[src/tref_defs.vh]
// register map, field layout, reset values and counts of the timing reference control
`ifndef TREF_DEFS_VH
`define TREF_DEFS_VH

// byte addresses on the apb bus
`define TREF_CTRL_ADDR      8'h40
`define TREF_RATE_ADDR      8'h44
`define TREF_STATUS_ADDR    8'h48

// control register fields
`define TREF_SRC_MSB        7
`define TREF_SRC_LSB        6
`define TREF_MRST_BIT       5
`define TREF_RSVD_BIT       4
`define TREF_LOOP_MSB       3
`define TREF_LOOP_LSB       0

// reset values
`define TREF_SRC_RST        2'h0
`define TREF_LOOP_RST       4'h0
`define TREF_RATE_RST       8'h00

// line clock multiplier codes
`define TREF_MULT_1X        2'h0
`define TREF_MULT_2X        2'h1
`define TREF_MULT_4X        2'h2

// receive reference pulse widths in clock cycles
`define TREF_WIDTH_PLAIN    4'h1
`define TREF_WIDTH_1X       4'h2
`define TREF_WIDTH_2X       4'h4
`define TREF_WIDTH_4X       4'h8

// master reset pulse length in clock cycles
`define TREF_MRST_CYCLES    4'h8

// edges the pin synchroniser needs before its edges count
`define TREF_SYNC_FILL      2'h3

`endif

[src/pulse_widen.v]
// one-port pulse stretcher for the received timing marker
`timescale 1ns/1ps

module pulse_widen (
  input  wire       clk,
  input  wire       clr,
  input  wire       trig,
  input  wire [3:0] width,
  output wire       pulse
);

  reg [3:0] count_q;
  reg [3:0] count_d;

  always @* begin
    count_d = count_q;
    if (trig) begin
      count_d = width;
    end else if (count_q != 4'h0) begin
      count_d = count_q - 4'h1;
    end
  end

  always @(posedge clk) begin
    if (clr) begin
      count_q <= 4'h0;
    end else begin
      count_q <= count_d;
    end
  end

  assign pulse = (count_q != 4'h0);

endmodule

[src/timing_reference_control.v]
// global timing reference control: source select, marker loop-back and master reset
//
// What this block does
// - two-bit field picks receive reference port, default 0
// - writing one to bit 5 resets; self-clearing
// - loop bit zero: markers from external reference
// - loop bit one: received markers looped to transmit
// - looped: widen reference pulse 2x/4x/8x per multiplier
// - per-port two-bit line rate sets clock multiplier
`timescale 1ns/1ps
`include "tref_defs.vh"

module timing_reference_control (
  input  wire        CLK,
  input  wire        RST_N,
  input  wire        PSEL,
  input  wire        PENABLE,
  input  wire        PWRITE,
  input  wire [7:0]  PADDR,
  input  wire [31:0] PWDATA,
  output wire [31:0] PRDATA,
  output wire        PREADY,
  output wire        PSLVERR,
  input  wire [3:0]  PORT_RX_MARKER,
  input  wire        TX_TIMING_REF_IN,
  output wire        RX_TIMING_REF_OUT,
  output wire [3:0]  TX_MARKER_REQ,
  output wire [7:0]  LINE_RATE,
  output wire        MASTER_RESET
);

  // apb slave state
  localparam BUS_IDLE   = 1'b0;
  localparam BUS_ACCESS = 1'b1;

  reg        bus_state_q;
  reg        bus_state_d;
  reg        ready_q;
  reg        slverr_q;
  reg [31:0] rdata_q;
  reg [31:0] rdata_d;
  reg        hit_d;

  // software-visible fields, plus src_live_q, the internal live copy of the source select
  reg [1:0]  src_sel_q;
  reg [1:0]  src_live_q;
  reg [3:0]  loop_sel_q;
  reg [7:0]  line_rate_q;

  // master reset sequencing
  reg [3:0]  mrst_count_q;
  reg [3:0]  mrst_count_d;
  reg        mrst_out_q;

  // external transmit reference: two-stage synchroniser then edge detect
  reg        tx_timing_ref_in_meta_q;
  reg        tx_timing_ref_in_sync_q;
  reg        tx_timing_ref_in_prev_q;
  reg [1:0]  tx_timing_ref_in_fill_q;
  wire       tx_timing_ref_in_rise;

  // outputs toward the port paths
  reg [3:0]  tx_marker_q;
  reg [3:0]  tx_marker_d;
  reg        rx_ref_out_q;
  reg [3:0]  width_d [0:3];
  wire [3:0] widened;

  wire       setup_phase;
  wire       access_done;
  wire       wr_ctrl;
  wire       wr_rate;
  wire       mrst_req;
  wire       mrst_busy;
  wire       block_clr;

  integer    i;

  assign setup_phase = PSEL & ~PENABLE;
  assign access_done = PSEL & PENABLE & ready_q;
  assign wr_ctrl     = access_done & PWRITE & ~slverr_q & (PADDR == `TREF_CTRL_ADDR);
  assign wr_rate     = access_done & PWRITE & ~slverr_q & (PADDR == `TREF_RATE_ADDR);

  assign mrst_req    = wr_ctrl & PWDATA[`TREF_MRST_BIT];
  assign mrst_busy   = (mrst_count_q != 4'h0);
  // the reset write silences the outputs from its own edge onward
  assign block_clr   = ~RST_N | mrst_req | mrst_busy;

  // read mux and address decode, evaluated in the setup phase
  always @* begin
    rdata_d = 32'h0000_0000;
    hit_d   = 1'b1;
    case (PADDR)
      `TREF_CTRL_ADDR: begin
        // reserved and write-only bits read as zero
        rdata_d[`TREF_SRC_MSB:`TREF_SRC_LSB]   = src_sel_q;
        rdata_d[`TREF_LOOP_MSB:`TREF_LOOP_LSB] = loop_sel_q;
      end
      `TREF_RATE_ADDR: begin
        rdata_d[7:0] = line_rate_q;
      end
      `TREF_STATUS_ADDR: begin
        rdata_d[0]   = mrst_busy;
        rdata_d[1]   = tx_timing_ref_in_sync_q;
        rdata_d[2]   = rx_ref_out_q;
        rdata_d[7:4] = widened;
      end
      default: begin
        hit_d = 1'b0;
      end
    endcase
  end

  // every setup cycle earns one wait-free access cycle, then the bus idles
  always @* begin
    bus_state_d = BUS_IDLE;
    case (bus_state_q)
      BUS_IDLE: begin
        if (setup_phase) begin
          bus_state_d = BUS_ACCESS;
        end
      end
      BUS_ACCESS: begin
        if (setup_phase) begin
          bus_state_d = BUS_ACCESS;
        end
      end
      default: begin
        bus_state_d = BUS_IDLE;
      end
    endcase
  end

  // single-cycle access phase: ready is raised by the setup cycle
  always @(posedge CLK) begin
    if (!RST_N) begin
      bus_state_q <= BUS_IDLE;
      ready_q  <= 1'b0;
      slverr_q <= 1'b0;
      rdata_q  <= 32'h0000_0000;
    end else begin
      bus_state_q <= bus_state_d;
      ready_q  <= (bus_state_d == BUS_ACCESS);
      if (setup_phase) begin
        slverr_q <= ~hit_d;
        rdata_q  <= PWRITE ? 32'h0000_0000 : rdata_d;
      end else if (access_done) begin
        slverr_q <= 1'b0;
        rdata_q  <= 32'h0000_0000;
      end
    end
  end

  // control register; master reset brings the fields back to defaults
  always @(posedge CLK) begin
    if (!RST_N) begin
      src_sel_q  <= `TREF_SRC_RST;
      loop_sel_q <= `TREF_LOOP_RST;
    end else if (mrst_req) begin
      src_sel_q  <= `TREF_SRC_RST;
      loop_sel_q <= `TREF_LOOP_RST;
    end else if (wr_ctrl & ~mrst_busy) begin
      src_sel_q  <= PWDATA[`TREF_SRC_MSB:`TREF_SRC_LSB];
      // per-port loop select, bit n for port n
      loop_sel_q <= PWDATA[`TREF_LOOP_MSB:`TREF_LOOP_LSB];
    end
  end

  // line rate is a port setting and survives the master reset
  always @(posedge CLK) begin
    if (!RST_N) begin
      line_rate_q <= `TREF_RATE_RST;
    end else if (wr_rate) begin
      // two bits per port, code 11 stored but reserved
      line_rate_q <= PWDATA[7:0];
    end
  end

  // self-clearing; a new request restarts the full pulse
  always @* begin
    mrst_count_d = mrst_count_q;
    if (mrst_req) begin
      mrst_count_d = `TREF_MRST_CYCLES;
    end else if (mrst_busy) begin
      mrst_count_d = mrst_count_q - 4'h1;
    end
  end

  always @(posedge CLK) begin
    if (!RST_N) begin
      mrst_count_q <= 4'h0;
      mrst_out_q   <= 1'b0;
    end else begin
      mrst_count_q <= mrst_count_d;
      mrst_out_q   <= (mrst_count_d != 4'h0);
    end
  end

  // tx_timing_ref_in comes from a pin, so it is synchronised before use
  always @(posedge CLK) begin
    if (!RST_N) begin
      tx_timing_ref_in_meta_q <= 1'b0;
      tx_timing_ref_in_sync_q <= 1'b0;
      tx_timing_ref_in_prev_q <= 1'b0;
    end else begin
      tx_timing_ref_in_meta_q <= TX_TIMING_REF_IN;
      tx_timing_ref_in_sync_q <= tx_timing_ref_in_meta_q;
      tx_timing_ref_in_prev_q <= tx_timing_ref_in_sync_q;
    end
  end

  // no edge counts until the chain holds real pin samples, so a pin that
  // idles high gives no false marker after reset
  always @(posedge CLK) begin
    if (!RST_N) begin
      tx_timing_ref_in_fill_q <= 2'h0;
    end else if (tx_timing_ref_in_fill_q != `TREF_SYNC_FILL) begin
      tx_timing_ref_in_fill_q <= tx_timing_ref_in_fill_q + 2'h1;
    end
  end

  assign tx_timing_ref_in_rise = tx_timing_ref_in_sync_q & ~tx_timing_ref_in_prev_q & (tx_timing_ref_in_fill_q == `TREF_SYNC_FILL);

  // marker source per port
  always @* begin
    tx_marker_d = 4'h0;
    for (i = 0; i < 4; i = i + 1) begin
      if (loop_sel_q[i]) begin
        // external reference ignored, received marker looped
        tx_marker_d[i] = PORT_RX_MARKER[i];
      end else begin
        // marker generated from the external reference
        tx_marker_d[i] = tx_timing_ref_in_rise;
      end
    end
  end

  // markers are one-cycle requests; none leave while reset is active
  always @(posedge CLK) begin
    if (block_clr) begin
      tx_marker_q <= 4'h0;
    end else begin
      tx_marker_q <= tx_marker_d;
    end
  end

  // width per port; an unlooped port keeps the plain single-cycle pulse
  always @* begin
    for (i = 0; i < 4; i = i + 1) begin
      width_d[i] = `TREF_WIDTH_PLAIN;
      if (loop_sel_q[i]) begin
        // widen so the looped marker is caught at the line rate
        case (line_rate_q[2*i +: 2])
          `TREF_MULT_1X: width_d[i] = `TREF_WIDTH_1X;
          `TREF_MULT_2X: width_d[i] = `TREF_WIDTH_2X;
          `TREF_MULT_4X: width_d[i] = `TREF_WIDTH_4X;
          default:       width_d[i] = `TREF_WIDTH_4X;
        endcase
      end
    end
  end

  genvar g;
  generate
    for (g = 0; g < 4; g = g + 1) begin : widen
      pulse_widen u_widen (
        .clk   (CLK),
        .clr   (block_clr),
        .trig  (PORT_RX_MARKER[g]),
        .width (width_d[g]),
        .pulse (widened[g])
      );
    end
  endgenerate

  // select switches between pulses
  // a switch in mid-pulse would cut a pulse or forge one
  always @(posedge CLK) begin
    if (block_clr) begin
      src_live_q <= `TREF_SRC_RST;
    end else if (~widened[src_live_q] & ~widened[src_sel_q]) begin
      src_live_q <= src_sel_q;
    end
  end

  // shared output follows the selected port
  always @(posedge CLK) begin
    if (block_clr) begin
      rx_ref_out_q <= 1'b0;
    end else begin
      rx_ref_out_q <= widened[src_live_q];
    end
  end

  assign PRDATA            = rdata_q;
  assign PREADY            = ready_q;
  assign PSLVERR           = slverr_q;
  assign RX_TIMING_REF_OUT = rx_ref_out_q;
  assign TX_MARKER_REQ     = tx_marker_q;
  assign LINE_RATE         = line_rate_q;
  assign MASTER_RESET      = mrst_out_q;

endmodule

[config.mk]
export PLATFORM = sky130hd
export DESIGN_NAME = timing_reference_control
export DESIGN_NICKNAME = d
export VERILOG_FILES = /design/src/pulse_widen.v /design/src/timing_reference_control.v
export VERILOG_INCLUDE_DIRS = /design/src /design/src/src
export SDC_FILE = /design/constraint.sdc
export NUM_CORES = 1
export LEC_CHECK = 0
export BUFFER_PORTS_ARGS = -buffer_cell sky130_fd_sc_hd__buf_4
export CAP_MARGIN = 20
export CORE_ASPECT_RATIO = 0.6
export CORE_MARGIN = 3
export CORE_UTILIZATION = 40
export DETAILED_ROUTE_END_ITERATION = 6
export PLACE_DENSITY = 0.73
export SETUP_SLACK_MARGIN = 0.4
export SYNTH_ARGS = -nofsm -noshare
export SYNTH_HDL_FRONTEND = slang
export SYNTH_SLANG_ARGS = --single-unit
[constraint.sdc]
create_clock -name CLK -period 1.9 [get_ports CLK]
set_clock_uncertainty 0.1 [all_clocks]
set_input_delay 0.095 -clock CLK [delete_from_list [all_inputs] [get_ports CLK]]
set_output_delay 0.095 -clock CLK [all_outputs]
set_load 0.02 [all_outputs]
==> key figures <==
Logic synthesis
  • Post-Syn Area: 2980 um^2
  • Post-Syn Instances: 348
  • Most numerous cell in the Yosys netlist: dfxtp_1
  • Avg Cell Area, Syn: 8.57 um^2
  • Prevailing post-synth register cell: dfxtp_1
  • Sequential area share after synthesis: 38.3%
  • Cell accounting for the most synthesized area: dfxtp_1
  • FFs w/ async S/R, synth: 0%
  • Warnings from Yosys: 0
  • Synth top area share: 38.3%
  • Post-synth EDFFs: 0
  • FF+latch count, synth: 57
  • Top area cells in the synthesized netlist: dfxtp_1 38%, buf_4 6.0%, nor2_1 5.2%
  • Synth top cells by count: 57 x dfxtp_1, 41 x nor2_1, 24 x buf_4
  • Cell variety after synth: 44

STA
  • TNS Setup: -0.0232 ns
  • Max Freq: around 0.52 GHz
  • Max-slew violation count: 0
  • Period Utilization, post-route: 101%
  • Crit path time final: 1.92 ns
  • Final Hold Viols: 0
  • RSZ-0062 raised after global routing: yes
  • Final Worst Setup Slack: -0.0191 ns
  • # setup viols final: 2
  • Slew HR: 60.6%
  • Slew @ Worst Pin: 0.591 ns

Clocking
  • CTS tree: built
  • Clk Latency, worst-skew pair: 0.33 ns
  • Clk slew on worst S/H paths: 0.05 ns
  • CTS Buf Count: 9
  • Root buffer cell: clkbuf_16
  • Sink Count: 57
  • Clock Path Buffers: 2
  • Htree depth: 3

Route
  • Vias after detailed routing: roughly 3,100
  • # DRC: 0
  • 1st-pass router iterations: 4
  • Initial DRC Count: 331
  • Via density: 5.45
  • Routed Antenna Nets: 0
  • Routed wire length: 10.7 mm
  • Routed length per instance: between 15 and 20 um

Place
  • GPL Wtd Cong: between 0.8 and 0.9
  • Pre-CTS setup slack: -0.0566 ns
  • # port buffers: between 40 and 50
  • DP Wirelength: 5.83 mm

Die
  • Row cnt: 23
  • I/O pin cnt: slightly below 100
  • Core area: 6940 um^2
  • Die X: 117 um
  • Initial Utilization: ~43%
  • Die area: about 8600 um^2
  • Die Ht: 72.9 um

Cells and area
  • Area Growth Syn to Fin: 68.9%
  • Layout cells sized above 1: 53.2%
  • Multi-input logic area: 2230 um^2
  • Finished Core Util: 72.7%
  • Nets: 528
  • Register area: 1160 um^2
  • N_diodes: 0
  • FILL cells: 450

GRT
  • GR Util All Layers: 23.3%
  • Largest net degree at the start of global routing: 29
  • First-pass GRT wire length: 15.4 mm
  • Grt total ovfl: 0
  • Vias in the first global route: 2,994
  • Initial antenna violation count: 0

Setup path
  • CP endpoint kind: flop
  • CP Launch Type: flop
  • Worst Path Required: slightly above 2 ns
  • Data arrival time of the worst path: 2.08 ns
  • Setup CP Type: flop to flop
  • Crit path max fanout: 4

Run status
  • Outcome: finished with violations
  • Failing checks: setup timing

Pwr
  • Reg power frac: 23.7%
  • Psw: around 2 mW
  • Internal Pwr Total: 4.01 mW
  • Clk pwr share: 25.4%
  • Sw Ratio: 33.4%
  • Combinational power share: roughly half
  • Leakage: 1.96 nW
  • Peak supply drop: 1.01 mV
  • PD cells: 1190 nW/um^2

Hold path
  • Hold Path Class: input pin to flop

Job
  • Maxcap violations: 0
metal layers:
layer	track usage, %	wire length (um)	up-vias
met1	29.2	4360	1522
li1	-	-	1440
met2	38.3	5200	143
met5	0	0	-
met4	9.35	306	0
met3	7.05	886	33
sequential cells by signal, summed over array words and instances, names as in the netlist:
| signal | cells |
|---|---|
| widen.u_widen.count_q | 16 |
| LINE_RATE | 8 |
| PRDATA | 8 |
| TX_MARKER_REQ | 4 |
| loop_sel_q | 4 |
| mrst_count_q | 4 |
| src_live_q | 2 |
| src_sel_q | 2 |
| tx_timing_ref_in_fill_q | 2 |
| MASTER_RESET | 1 |
| PREADY | 1 |
| PSLVERR | 1 |
| RX_TIMING_REF_OUT | 1 |
| tx_timing_ref_in_meta_q | 1 |
| tx_timing_ref_in_prev_q | 1 |
| tx_timing_ref_in_sync_q | 1 |
power groups by stage:
| stage | combinational [mW] | clock, mW | sequential (mW) |
|---|---|---|---|
| 3_3_place_gp | 1.45 | 0 | 1.42 |
| 6_report | 3.07 | 1.53 | 1.43 |
| 2_1_floorplan | 1.08 | 0 | 1.42 |
| 5_1_grt | 3.25 | 1.60 | 1.44 |
| 4_1_cts | 2.42 | 1.53 | 1.41 |
| 3_5_place_dp | 1.50 | 0 | 1.42 |
per-stage QoR:
step / std cells / total power, mW / instance area (um^2) / hold WS [ns]
global placement: 502 / 2.87 / 3520 / 0.205
finish: 576 / 6.02 / 5040 / 0.0501
global route: 576 / 6.28 / 5040 / 0.0783
floorplan: 371 / 2.50 / 3120 / 0.122
detailed placement: 502 / 2.92 / 3520 / 0.209
CTS: 566 / 5.36 / 4670 / 0.0586
timing repair:
item / 4_1_cts / 5_1_grt
gates resized for setup: 128 / 67
hold endpoints to repair: 24 / 0
endpoints found under the setup margin: 47 / 51
hold buffers: 15 / 0
gates cloned: 5 / 0
setup buffers: 29 / 10
pin swaps: 66 / 38
worst max-delay path, stage by stage, from the launching register on:
cell and delay (ns):
dfxtp_2 0.32, inv_2 0.08, ha_4 0.14, or3b_4 0.39
mux4_2 0.50, nand3b_1 0.17, a21oi_1 0.14
cell usage in the layout, fill, tap and decap left out, types with 9 or more instances in the layout:
cell type and instances:
nand3_2 15, o21ai_2 12, dfxtp_1 45, inv_2 10, dlygate4sd3_1 15, dfxtp_2 12, nor2_1 19, conb_1 24
buf_4 78, buf_6 28, a21oi_1 14, nor2b_1 9, nor2_4 21, clkbuf_16 9
cell type report:
type / count / area share [%]
Multi-Input combinational cell: 262 / 44.4
Clock buffer: 11 / 4.62
Clock inverter: 4 / 0.894
Tap cell: 100 / 2.48
Sequential cell: 57 / 22.9
Inverter: 15 / 1.12
Timing Repair Buffer: 127 / 23.6
path summary, 6_finish.rpt:
check	start	end	slack, ns	cells past startpoint
setup / recovery	widen[1].u_widen.count_q[0]	src_live_q[1]	-0.02	6
hold / removal	PWRITE	PRDATA[6]	0.05	4
setup reg to reg	widen[1].u_widen.count_q[0]	src_live_q[1]	-0.02	6
hold reg to reg	tx_timing_ref_in_meta_q	tx_timing_ref_in_sync_q	0.33	1
kinds of logic (layout without fill, tap and decap cells):
kind of cell | count (synthesis) | count (layout) | synth area share (%)
AOI/OAI and AO/OA | 81 | 81 | 16.9
xor gates and xnor gates | 7 | 7 | 2.06
adders and majority gates | 6 | 6 | 2.52
buffers and inverters | 52 | 157 | 10.1
DFF | 57 | 57 | 38.3
muxes | 16 | 16 | 6.84
other | 1 | 24 | 0.126
and+or+nand+nor | 128 | 128 | 23.2
Note: power is estimated with default switching activity, not from simulation.
